### config.mk
export PLATFORM = sky130hd
export DESIGN_NAME = slpc_top
export DESIGN_NICKNAME = d
export VERILOG_FILES = /design/src/slpc_pkg.sv /design/src/slpc_idle_gate.sv /design/src/slpc_top.sv
export SDC_FILE = /design/constraint.sdc
export NUM_CORES = 1
export LEC_CHECK = 0
export ABC_AREA = 1
export BUFFER_PORTS_ARGS = -buffer_cell sky130_fd_sc_hd__buf_2
export CAP_MARGIN = 0
export CORE_MARGIN = 3
export CORE_UTILIZATION = 55
export DETAILED_ROUTE_END_ITERATION = 12
export PLACE_DENSITY = 0.79
export SLEW_MARGIN = 0
export SYNTH_ARGS = -nofsm -noshare
export SYNTH_HDL_FRONTEND = slang
export SYNTH_SLANG_ARGS = --single-unit
### constraint.sdc
create_clock -name CLK_SYS -period 2.1 [get_ports CLK_SYS]
set_input_delay 0.42 -clock CLK_SYS [delete_from_list [all_inputs] [get_ports CLK_SYS]]
set_output_delay 0.42 -clock CLK_SYS [all_outputs]
set_load 0.03 [all_outputs]
### src/slpc_pkg.sv
// constants for the s0 low-power level controller
// assumes a single 200 MHz crystal-derived system clock
package slpc_pkg;

    // ********************************************************
    // clock and timing
    // ********************************************************
    localparam int CLK_PERIOD_PS = 5000;
    localparam int RESTORE_NS = 1000;
    localparam int RESTORE_CYC = (RESTORE_NS * 1000 + CLK_PERIOD_PS - 1) / CLK_PERIOD_PS;
    localparam int IDLE_QUAL_NS = 100;
    localparam int IDLE_QUAL_CYC = (IDLE_QUAL_NS * 1000 + CLK_PERIOD_PS - 1) / CLK_PERIOD_PS;

    // ********************************************************
    // processor package c-state codes and sizes
    // ********************************************************
    localparam int CSTATE_W = 4;
    localparam logic [3:0] CSTATE_C0 = 4'h0;
    localparam logic [3:0] CSTATE_C6 = 4'h6;
    localparam logic [3:0] CSTATE_C10 = 4'hA;
    localparam int NUM_IF = 4;
    localparam int NUM_LANES = 8;
    localparam int NUM_CLKREQ = 4;

    // ********************************************************
    // level reported to the platform
    // ********************************************************
    localparam logic [1:0] LEVEL_EXIT = 2'h0;
    localparam logic [1:0] LEVEL_ONE = 2'h1;
    localparam logic [1:0] LEVEL_TWO = 2'h2;
    localparam logic [1:0] LEVEL_THREE = 2'h3;

    typedef enum logic [1:0] {
        ST_LEVEL_ONE = 2'b00,
        ST_LEVEL_TWO = 2'b01,
        ST_LEVEL_THREE = 2'b10,
        ST_EXIT = 2'b11
    } slpc_state_type;

endpackage : slpc_pkg

### src/slpc_idle_gate.sv
// per-unit idle gate: shuts one pll or lane down once its own idle holds
// assumes idle and allow come from logic on the same clock
`timescale 1ns/100ps
module slpc_idle_gate #(
    parameter int QUAL_CYC = slpc_pkg::IDLE_QUAL_CYC
) (
    input wire logic clk_sys,
    input wire logic rst_n,
    input wire logic idle,
    input wire logic allow,
    output logic gate_off
);

    localparam int CNT_W = $clog2(QUAL_CYC + 1);
    localparam logic [CNT_W-1:0] CNT_MAX = CNT_W'(QUAL_CYC);

    logic [CNT_W-1:0] qual_cnt_r;
    logic gate_off_r;

    // ********************************************************
    // idle qualification
    // ********************************************************
    // a short idle blip must not gate, so idle is counted before acting
    always_ff @(posedge clk_sys or negedge rst_n) begin
        if (!rst_n) begin
            qual_cnt_r <= '0;
        end else if (!idle || !allow) begin
            qual_cnt_r <= '0;
        end else if (qual_cnt_r != CNT_MAX) begin
            qual_cnt_r <= qual_cnt_r + CNT_W'(1);
        end
    end

    // each unit decides alone, no global flow
    always_ff @(posedge clk_sys or negedge rst_n) begin
        if (!rst_n) begin
            gate_off_r <= 1'b0;
        end else begin
            gate_off_r <= idle && allow && (qual_cnt_r == CNT_MAX);
        end
    end

    assign gate_off = gate_off_r;

    // ********************************************************
    // checks
    // ********************************************************
    own_idle_a: assert property (@(posedge clk_sys) disable iff (!rst_n)
        $rose(gate_off_r) |-> $past(idle) && $past(allow))
        else $error("unit gated without its own idle");
    wake_a: assert property (@(posedge clk_sys) disable iff (!rst_n)
        !idle |=> !gate_off_r)
        else $error("unit stayed gated after leaving idle");

endmodule : slpc_idle_gate

### src/slpc_top.sv
// s0 low-power level controller: levels one to three, crystal gate, idle-floor pin
// assumes processor pins and clock requests arrive asynchronously,
// interface and lane idle flags come from controllers on CLK_SYS
//
// How it works
// - controllers gate themselves; levels only summarise
// - level one: link l1, pll, controller, lane gating
// - c6 or deeper adds main and overclock pll off
// - c10 level three adds crystal off, indicator
// - crystal off needs c10, level three, no requests
// - each interface pll shuts down on own idle
// - lane power gating independent per lane
// - indicator is active-low hardware-driven output
// - indicator high in s0, low only when criteria
`timescale 1ns/100ps
module slpc_top #(
    parameter int NUM_IF = slpc_pkg::NUM_IF,
    parameter int NUM_LANES = slpc_pkg::NUM_LANES,
    parameter int NUM_CLKREQ = slpc_pkg::NUM_CLKREQ,
    parameter int RESTORE_CYC = slpc_pkg::RESTORE_CYC,
    parameter int IDLE_QUAL_CYC = slpc_pkg::IDLE_QUAL_CYC
) (
    input wire logic CLK_SYS,
    input wire logic RST_N,
    input wire logic [slpc_pkg::CSTATE_W-1:0] PROCESSOR_PKG_CSTATE,
    input wire logic PROCESSOR_DEEP_IDLE_GATE_N,
    input wire logic [NUM_CLKREQ-1:0] CRYSTAL_CLKREQ,
    input wire logic [NUM_IF-1:0] IF_IDLE,
    input wire logic [NUM_LANES-1:0] LANE_IDLE,
    input wire logic WAKE_REQ,
    output logic [1:0] LOW_POWER_LEVEL,
    output logic CHIP_LINK_L1_ALLOW,
    output logic [NUM_IF-1:0] IF_PLL_OFF,
    output logic [NUM_LANES-1:0] LANE_POWER_GATE,
    output logic MAIN_PLL_OFF,
    output logic OVERCLOCK_PLL_OFF,
    output logic REFERENCE_CRYSTAL_OFF,
    output logic IDLE_FLOOR_INDICATOR_N,
    output logic RESUME_GRANT
);

    localparam int CNT_W = $clog2(RESTORE_CYC + 1);
    localparam logic [CNT_W-1:0] CNT_LAST = CNT_W'(RESTORE_CYC - 1);
    localparam int EXIT_MAX = RESTORE_CYC + 3;

    // ********************************************************
    // input synchronisers
    // ********************************************************
    // cstate is a multi-bit code; the processor holds it steady between messages
    logic [slpc_pkg::CSTATE_W-1:0] cst_m_r, cst_s_r;
    logic gate_n_m_r, gate_n_s_r;
    logic [NUM_CLKREQ-1:0] req_m_r, req_s_r;

    always_ff @(posedge CLK_SYS or negedge RST_N) begin
        if (!RST_N) begin
            cst_m_r <= slpc_pkg::CSTATE_C0;
            cst_s_r <= slpc_pkg::CSTATE_C0;
            gate_n_m_r <= 1'b1;
            gate_n_s_r <= 1'b1;
            req_m_r <= '1;
            req_s_r <= '1;
        end else begin
            cst_m_r <= PROCESSOR_PKG_CSTATE;
            cst_s_r <= cst_m_r;
            gate_n_m_r <= PROCESSOR_DEEP_IDLE_GATE_N;
            gate_n_s_r <= gate_n_m_r;
            req_m_r <= CRYSTAL_CLKREQ;
            req_s_r <= req_m_r;
        end
    end

    // a code caught mid-change can decode as a false level; only a code seen
    // on two edges in a row is used, at the cost of two cycles of latency
    logic [slpc_pkg::CSTATE_W-1:0] cst_q_r, cst_ok_r;

    always_ff @(posedge CLK_SYS or negedge RST_N) begin
        if (!RST_N) begin
            cst_q_r <= slpc_pkg::CSTATE_C0;
            cst_ok_r <= slpc_pkg::CSTATE_C0;
        end else begin
            cst_q_r <= cst_s_r;
            if (cst_s_r == cst_q_r) begin
                cst_ok_r <= cst_s_r;
            end
        end
    end

    logic deep_c6, deep_c10, floor_ok, leave_floor;
    // the processor's own gate pin confirms c10 before the floor is entered
    assign deep_c6 = cst_ok_r >= slpc_pkg::CSTATE_C6;
    assign deep_c10 = (cst_ok_r >= slpc_pkg::CSTATE_C10) && !gate_n_s_r;
    assign floor_ok = deep_c10 && !WAKE_REQ;
    assign leave_floor = !floor_ok;

    // ********************************************************
    // level state machine
    // ********************************************************
    slpc_pkg::slpc_state_type state_r, state_nxt;
    logic [CNT_W-1:0] restore_cnt_r;

    always_comb begin
        state_nxt = state_r;
        unique case (state_r)
            slpc_pkg::ST_LEVEL_ONE: begin
                if (deep_c6) begin
                    state_nxt = slpc_pkg::ST_LEVEL_TWO;
                end
            end
            slpc_pkg::ST_LEVEL_TWO: begin
                if (!deep_c6) begin
                    state_nxt = slpc_pkg::ST_LEVEL_ONE;
                end else if (floor_ok) begin
                    state_nxt = slpc_pkg::ST_LEVEL_THREE;
                end
            end
            slpc_pkg::ST_LEVEL_THREE: begin
                if (leave_floor) begin
                    state_nxt = slpc_pkg::ST_EXIT;
                end
            end
            slpc_pkg::ST_EXIT: begin
                if (restore_cnt_r == CNT_LAST) begin
                    state_nxt = slpc_pkg::ST_LEVEL_ONE;
                end
            end
        endcase
    end

    always_ff @(posedge CLK_SYS or negedge RST_N) begin
        if (!RST_N) begin
            state_r <= slpc_pkg::ST_LEVEL_ONE;
        end else begin
            state_r <= state_nxt;
        end
    end

    // clocks need time to settle; controllers wait the whole restore window
    always_ff @(posedge CLK_SYS or negedge RST_N) begin
        if (!RST_N) begin
            restore_cnt_r <= '0;
        end else if (state_r != slpc_pkg::ST_EXIT) begin
            restore_cnt_r <= '0;
        end else if (restore_cnt_r != CNT_LAST) begin
            restore_cnt_r <= restore_cnt_r + CNT_W'(1);
        end
    end

    // ********************************************************
    // shared resource outputs
    // ********************************************************
    logic in_floor_nxt, root_off_nxt, reference_crystal_ok;
    assign in_floor_nxt = state_nxt == slpc_pkg::ST_LEVEL_THREE;
    assign root_off_nxt = (state_nxt == slpc_pkg::ST_LEVEL_TWO) || in_floor_nxt;
    // every other consumer must have dropped its request
    assign reference_crystal_ok = in_floor_nxt && deep_c10 && (req_s_r == '0);

    logic [1:0] level_r;
    logic link_l1_r, main_off_r, oc_off_r, reference_crystal_off_r, floor_n_r, grant_r;

    always_ff @(posedge CLK_SYS or negedge RST_N) begin
        if (!RST_N) begin
            level_r <= slpc_pkg::LEVEL_ONE;
            link_l1_r <= 1'b0;
            main_off_r <= 1'b0;
            oc_off_r <= 1'b0;
            grant_r <= 1'b1;
        end else begin
            unique case (state_nxt)
                slpc_pkg::ST_LEVEL_ONE: level_r <= slpc_pkg::LEVEL_ONE;
                slpc_pkg::ST_LEVEL_TWO: level_r <= slpc_pkg::LEVEL_TWO;
                slpc_pkg::ST_LEVEL_THREE: level_r <= slpc_pkg::LEVEL_THREE;
                slpc_pkg::ST_EXIT: level_r <= slpc_pkg::LEVEL_EXIT;
            endcase
            link_l1_r <= state_nxt != slpc_pkg::ST_EXIT;
            main_off_r <= root_off_nxt;
            oc_off_r <= root_off_nxt;
            grant_r <= (state_nxt == slpc_pkg::ST_LEVEL_ONE)
                || (state_nxt == slpc_pkg::ST_LEVEL_TWO);
        end
    end

    // crystal and indicator reset to running/high, the s0 value
    always_ff @(posedge CLK_SYS or negedge RST_N) begin
        if (!RST_N) begin
            reference_crystal_off_r <= 1'b0;
            floor_n_r <= 1'b1;
        end else begin
            reference_crystal_off_r <= reference_crystal_ok;
            floor_n_r <= !in_floor_nxt;
        end
    end

    // ********************************************************
    // per-interface and per-lane gating
    // ********************************************************
    logic unit_allow;
    assign unit_allow = link_l1_r;

    for (genvar i = 0; i < NUM_IF; i++) begin : g_if
        slpc_idle_gate #(.QUAL_CYC(IDLE_QUAL_CYC)) u_gate (
            .clk_sys(CLK_SYS),
            .rst_n(RST_N),
            .idle(IF_IDLE[i]),
            .allow(unit_allow),
            .gate_off(IF_PLL_OFF[i])
        );
    end

    for (genvar j = 0; j < NUM_LANES; j++) begin : g_lane
        slpc_idle_gate #(.QUAL_CYC(IDLE_QUAL_CYC)) u_gate (
            .clk_sys(CLK_SYS),
            .rst_n(RST_N),
            .idle(LANE_IDLE[j]),
            .allow(unit_allow),
            .gate_off(LANE_POWER_GATE[j])
        );
    end

    assign LOW_POWER_LEVEL = level_r;
    assign CHIP_LINK_L1_ALLOW = link_l1_r;
    assign MAIN_PLL_OFF = main_off_r;
    assign OVERCLOCK_PLL_OFF = oc_off_r;
    assign REFERENCE_CRYSTAL_OFF = reference_crystal_off_r;
    assign IDLE_FLOOR_INDICATOR_N = floor_n_r;
    assign RESUME_GRANT = grant_r;

    // ********************************************************
    // checks
    // ********************************************************
    reference_crystal_gate_cond_a: assert property (@(posedge CLK_SYS) disable iff (!RST_N)
        $rose(reference_crystal_off_r) |-> $past(deep_c10) && $past(req_s_r) == '0)
        else $error("crystal gated without c10 and idle requests");
    reference_crystal_req_drop_a: assert property (@(posedge CLK_SYS) disable iff (!RST_N)
        (req_s_r != '0) |=> !reference_crystal_off_r)
        else $error("crystal stayed off with a request pending");
    floor_plls_a: assert property (@(posedge CLK_SYS) disable iff (!RST_N)
        !floor_n_r |-> main_off_r && oc_off_r && level_r == slpc_pkg::LEVEL_THREE)
        else $error("idle floor without root plls off");
    root_level_a: assert property (@(posedge CLK_SYS) disable iff (!RST_N)
        main_off_r |-> level_r == slpc_pkg::LEVEL_TWO || level_r == slpc_pkg::LEVEL_THREE)
        else $error("root plls off outside levels two and three");
    enter_two_a: assert property (@(posedge CLK_SYS) disable iff (!RST_N)
        state_r == slpc_pkg::ST_LEVEL_ONE && deep_c6 |=> main_off_r && oc_off_r)
        else $error("level two not entered on c6");
    indicator_s0_a: assert property (@(posedge CLK_SYS) disable iff (!RST_N)
        !deep_c10 |=> floor_n_r)
        else $error("indicator low outside c10");
    exit_order_a: assert property (@(posedge CLK_SYS) disable iff (!RST_N)
        state_r == slpc_pkg::ST_LEVEL_THREE && leave_floor
        |=> floor_n_r && !reference_crystal_off_r && !main_off_r && !grant_r)
        else $error("floor exit did not restore clocks first");
    exit_bound_a: assert property (@(posedge CLK_SYS) disable iff (!RST_N)
        $rose(state_r == slpc_pkg::ST_EXIT) |-> !grant_r ##[1:EXIT_MAX] grant_r)
        else $error("controllers not resumed after restore window");
    link_l1_a: assert property (@(posedge CLK_SYS) disable iff (!RST_N)
        state_r == slpc_pkg::ST_LEVEL_ONE && $past(RST_N) |-> link_l1_r)
        else $error("link l1 not allowed at level one");

    reach_two_c: cover property (@(posedge CLK_SYS) disable iff (!RST_N)
        state_r == slpc_pkg::ST_LEVEL_TWO);
    reach_floor_c: cover property (@(posedge CLK_SYS) disable iff (!RST_N)
        !floor_n_r);
    reference_crystal_off_c: cover property (@(posedge CLK_SYS) disable iff (!RST_N)
        $rose(reference_crystal_off_r));
    exit_done_c: cover property (@(posedge CLK_SYS) disable iff (!RST_N)
        $fell(state_r == slpc_pkg::ST_EXIT));

endmodule : slpc_top

# After elaboration in Yosys (flattened, before gate mapping)
# Cells that the tools add are included.
[op_classes] n_addsub=13 n_lt_le_gt_ge=2 eq_ne=35 n_mux=33 n_reduce_logical=74
[op_table] op="$mux W5" n=24
[op_table] op="$add A5 B1 Y5 const B" n=12
[op_table] op="$eq A5 B5 Y1 const B" n=12
[op_table] op="$ne A5 B5 Y1 const B" n=12
[op_table] op="$logic_and A1 B1 Y1" n=28
[op_table] op="$reduce_bool A2 Y1" n=13
[op_table] op="$logic_not A1 Y1" n=16
[op_table] op="$mux W8" n=2
[op_table] op="$pmux W2 S4" n=2
[op_table] op="$logic_or A1 B1 Y1" n=14
[op_table] op="$mux W2" n=5
[op_table] op="$add A8 B1 Y8 const B" n=1
[op_table] op="$eq A2 B2 Y1 const B" n=4
[op_table] op="$eq A8 B8 Y1 const B" n=1
[op_table] op="$ne A8 B8 Y1 const B" n=1
[op_table] op="$eq A2 B1 Y1 const B" n=2
[op_table] op="$eq A4 B4 Y1" n=1
[op_table] op="$ge A4 B3 Y1 const B" n=1
[op_table] op="$ge A4 B4 Y1 const B" n=1
[op_table] op="$logic_not A2 Y1" n=2
[op_table] op="$logic_not A4 Y1" n=1
[op_table] op="$ne A2 B2 Y1 const B" n=2
[totals] ff_bits=115 inputBits=24 out_inout_bits=20 word_cells=197

# Depth between registers and ports, before layout
[logic_depth] depth_word=9 mapped_depth=10 mapped_depth_nobuf=10

# By module
# Synthesis repeated with hierarchy kept, for this count alone.
[hier_totals] cells_unflattened=652 area_unflattened_um2=5536.6
[by_module_without_submodules] mod="slpc_idle_gate at g_if[1].u_gate ..." n_inst=11 cells_per_inst=43 area_per_inst_um2=330.3 seq_area_each_um2=150.1
[by_module_without_submodules] mod="slpc_top" n_inst=1 cells_per_inst=134 area_per_inst_um2=1534.0 seq_area_each_um2=1042.2
[by_module_without_submodules] mod="slpc_idle_gate at g_if[0].u_gate" n_inst=1 cells_per_inst=45 area_per_inst_um2=369.1 seq_area_each_um2=150.1

# Worst setup path after synthesis
# No wires, ideal clock.
[synth_path] kind="reg2reg" start="register restore_cnt_r[0]" end="register grant_r, in the netlist RESUME_GRANT" setup_ps=84 arrival_time_ps=1573 t_required_ps=2016 path_slack_ps=443 path_stages_with_launch=11 path_buffers=0 period_less_slack_ps=1657 path_cell_list="dfrtp_1 ha_1 nand2_1 nor2_1 nand2_1 nand2_2 nand2_2 nor2_1 nor2_1 ha_1 or2_2"
[synth_between] elab_chain_len=5 elab_cells_between_ends=6 classes_between="eq/ne (2); mux (2); reduce/logical (2)"
[synth_lines] item="start, declared" line_no="slpc_top.sv:99" text="logic [CNT_W-1:0] restore_cnt_r;"
[synth_lines] item="start signal, assigned" line_no="slpc_top.sv:144" text="restore_cnt_r <= restore_cnt_r + CNT_W'(1);"
[synth_lines] item="$eq A8 B8 Y1 *" line_no="slpc_top.sv:122" text="if (restore_cnt_r == CNT_LAST) begin"
[synth_lines] item="$mux W2 *" line_no="slpc_top.sv:122"
[synth_lines] item="$pmux W2 S4 *" line_no="slpc_top.sv:103" text="unique case (state_r)"
[synth_lines] item="named net state_nxt[0]" line_no="slpc_top.sv:98" text="slpc_pkg::slpc_state_type state_r, state_nxt;"
[synth_lines] item="$eq A2 B1 Y1 or $logic_not A2 Y1 (tied branches)" line_no="slpc_top.sv:178, slpc_top.sv:177"
[synth_lines] item="$logic_or A1 B1 Y1 *" line_no="slpc_top.sv:178" text="|| (state_nxt == slpc_pkg::ST_LEVEL_TWO);"
[synth_lines] item="end signal, assigned" line_no="slpc_top.sv:177" text="grant_r <= (state_nxt == slpc_pkg::ST_LEVEL_ONE)"
[synth_lines] item="end, declared" line_no="slpc_top.sv:158" text="logic link_l1_r, main_off_r, oc_off_r, reference_crystal_off_r, floor_n_r, grant_r;"
# The timed path passes the listed nets; every way through them passes the cells marked *.
# A chain may end at the register's enable or synchronous reset.

# Worst setup path after layout
[layout_path] start="register link_l1_r, in the netlist CHIP_LINK_L1_ALLOW" end="output port CHIP_LINK_L1_ALLOW"
[layout_rtl] item="start, declared" line_no="slpc_top.sv:158"
[layout_rtl] item="start signal, assigned" line_no="slpc_top.sv:174" text="link_l1_r <= state_nxt != slpc_pkg::ST_EXIT;"
[layout_rtl] item="end, declared" line_no="slpc_top.sv:32" text="output logic CHIP_LINK_L1_ALLOW,"
# No word-level cell between the ends.

==> impl_metrics.yaml <==
drt:
  drc: 0
  ant_nets: 0
  drtIter0Drc: 155
  drt_wl_total_um: 9450
  first_pass_iters: 4
  avgRoutedWirePerCell_um: 13.7
  num_vias: 3622
  viasPerCell: 5.24
timing:
  max_freq_ghz: 0.513
  finalSetupViolations: 0
  hold_viol: 0
  post-route-min-period_ps: 1950
  grt_setup_unrepaired: "false"
  fin_skew_ps: 8.08
  worstMarginPinSlew_ps: 609
  slew_violations: 0
  fin_setup_tns_ps: 0
  post-route-period-util_pct: 92.8
  maxSlewHeadroom_pct: 59.4
placed_design:
  dpl.cell_count: 653
  port_buffers: 43
  gp_congestion: 0.882
  hpwl_um: 6500
  dpl-instance-area_um2: 5480
setup_path:
  endpoint_kind: "output port"
  required_ps: 1680
  crit_type: "reg2out"
  critPathLaunchType: "flop"
  slowest_delay_ps: 720
  r2r_cells: 10
  r2r-start: "restore_cnt_r[0]$_DFFE_PN0P_"
  path_buf_inv: 1
  cp_top_family: "flip-flops"
  r2r_end: "REFERENCE_CRYSTAL_OFF$_DFF_PN0_"
  startpoint: "CHIP_LINK_L1_ALLOW$_DFF_PN0_"
  path_cells: "buf_2"
  r2r_slack_ps: 200
  cpMaxStageDelayCell: "dfrtp_1"
  crit_fanout: 8
  cp.arrival_ps: 1530
clock_network:
  cts_max_level: 4
  clockBufferDepth: 2
  cts_tree: "yes"
  clock_latency_ps: 500
  cts_setup_buffers: 0
  clock_sinks: 113
  numCtsBuffers: 17
  root_buffer: "clkbuf_8"
  clk_pin_slew_ps: 50
power_and_ir_drop:
  leakage_nw: 2.96
  power.total_mw: 5.75
  vdd_drop_max_mv: 0.474
  p_per_area_nw_per_um2: 945
yosys:
  synth_top_area_cell: "dfrtp_1"
  ys_types: 29
  synth-async-reset-ratio_pct: 100
  ys_seq_elements: 113
  avgSynthCellArea_um2: 10.1
  synthFlopType: "dfrtp_1"
  synth_edf_count: 0
  ys_top_cells_by_area: "dfrtp_1 48%, ha_1 7.0%, dfstp_2 6.6%, inv_1 5.9%, nand3_1 4.9%"
  synth_cells: 513
  yosysWarningCount: 0
  synth.net_count: 566
  synth.most_common_cell: "dfrtp_1"
  synth_top_area_share_pct: 48.3
  synthTopCellsByCount: "100 x dfrtp_1, 81 x inv_1, 51 x nand3_1"
  synth_area_um2: 5180
  synth-seq-area-share_pct: 54.9
grt:
  grt_pass1_vias: 3800
  grt_use_total_pct: 20.1
  grt_first_pass_wirelength_um: 16600
  grt_antenna_before_repair: 0
  grt_max_degree: 65
  grt_overflow: 0
status:
  outcome: "completed"
final_layout:
  stdcell_count: 691
  nNetsFinal: 623
  n_antenna_cell: 0
  design_area_um2: 6090
  syn2layout_area_growth_pct: 17.5
  final_layout_size_suffix_gt1_share_pct: 20.9
  fillers: 675
  post-route-util_pct: 68.2
flow_run:
  cap_viol_max_count: 0
floorplanning:
  rows: 34
  die_w_um: 103
  core_um2: 8930
  die-height_um: 103
  dieArea_um2: 10600
  initial_core_util_pct: 58.0
  io_pins: 44
hold_path:
  holdCritPathClass: "in2reg"
  worstHoldStart: "PROCESSOR_PKG_CSTATE[0]"
  holdPathStages: 1
  min_to: "cst_m_r[0]$_DFF_PN0_"
cells by family after synthesis:
logic type                 share of synthesized area [%]
and+or+nand+nor                                     18.9
DFF                                                 54.9
buffers and inverters                               8.57
AOI/OAI and AO/OA                                   7.10
adders and majority gates                           7.00
xor gates and xnor gates                            3.55
final cells by class:
cell class	instances	area [um^2]	share of cell area, %
flip-flops and latches	113	2840	46.7
repair buffers	53	345	5.67
inverters	85	319	5.24
multi-input cells	300	1900	31.2
clock buffers	26	468	7.69
well taps	108	135	2.22
clock inverters	6	80.1	1.32
metrics by stage:
stage,setup slack (ps),hold WS (ps)
6_report,150,23.1
2_1_floorplan,443,124
4_1_cts,119,0.972
5_1_grt,25.8,0.475
3_3_place_gp,343,344
3_5_place_dp,222,342
layout by cell type (no fill, tap or decap):
cell type and count:
nand4_2 1, nand2_4 8, dfrtp_1 100, inv_1 81, buf_4 2, clkinv_2 4
nor2_1 30, or2_2 2, buf_12 3, nor3_1 15, dlygate4sd3_1 6, nand3_1 51
nor2_2 1, xnor2_1 5, ha_2 1, clkbuf_8 3, clkbuf_1 7, o21bai_2 1
o21ai_2 4, a31oi_1 7, nand4_1 10, o21a_1 1, clkbuf_16 16, ha_1 28
buf_2 42, xor2_1 16, nand2_2 5, o21ai_0 17, nor4_1 6, a21oi_1 19
nand2_1 41, bufinv_16 2, dfstp_2 13, nor2_4 8, o21ai_1 18, nand3b_1 3
inv_2 4, or2_4 2
report_power, final:
part / switching [mW] / total, mW / internal (mW) / leakage, nW
combinational: 0.412 / 0.644 / 0.231 / 1.22
clock: 0.915 / 2.66 / 1.74 / 0.271
sequential: 0.108 / 2.45 / 2.34 / 1.46
total: 1.44 / 5.75 / 4.32 / 2.96
worst max-delay path by stage:
| stage | to | slack, ps | cells after the start |
|---|---|---|---|
| floorplan | RESUME_GRANT$_DFF_PN1_ | 440 | 10 |
| CTS | CHIP_LINK_L1_ALLOW | 120 | 1 |
| detailed placement | REFERENCE_CRYSTAL_OFF$_DFF_PN0_ | 220 | 10 |
| global route | REFERENCE_CRYSTAL_OFF$_DFF_PN0_ | 30 | 10 |
| finish | CHIP_LINK_L1_ALLOW | 150 | 1 |
| global placement | REFERENCE_CRYSTAL_OFF$_DFF_PN0_ | 340 | 10 |
state kept, by name, summed over array words and instances, names as in the netlist:
register	cells
state_r	2
gate_n_s_r	1
gate_n_m_r	1
g_if.u_gate.gate_off	4
restore_cnt_r	8
cst_ok_r	3
CHIP_LINK_L1_ALLOW	1
req_s_r	4
g_if.u_gate.qual_cnt_r	20
cst_s_r	4
IDLE_FLOOR_INDICATOR_N	1
LOW_POWER_LEVEL	2
g_lane.u_gate.gate_off	8
g_lane.u_gate.qual_cnt_r	40
req_m_r	4
RESUME_GRANT	1
cst_q_r	4
REFERENCE_CRYSTAL_OFF	1
cst_m_r	4
metal layers:
metal	vias up	track usage, %	share of wire, %
met5	-	0	0
met4	0	5.98	1.5
met3	15	6.56	3.7
li1	1782	-	-
met1	1752	23.1	42
met2	73	35.5	53
repair_timing:
item / CTS / global route
gates resized for setup: 0 / 2
hold buffers: 1 / 5
setup endpoints to repair: 0 / 1
endpoints found under the hold margin: 100 / 5
No activity file was read; power rests on OpenSTA's default activity.
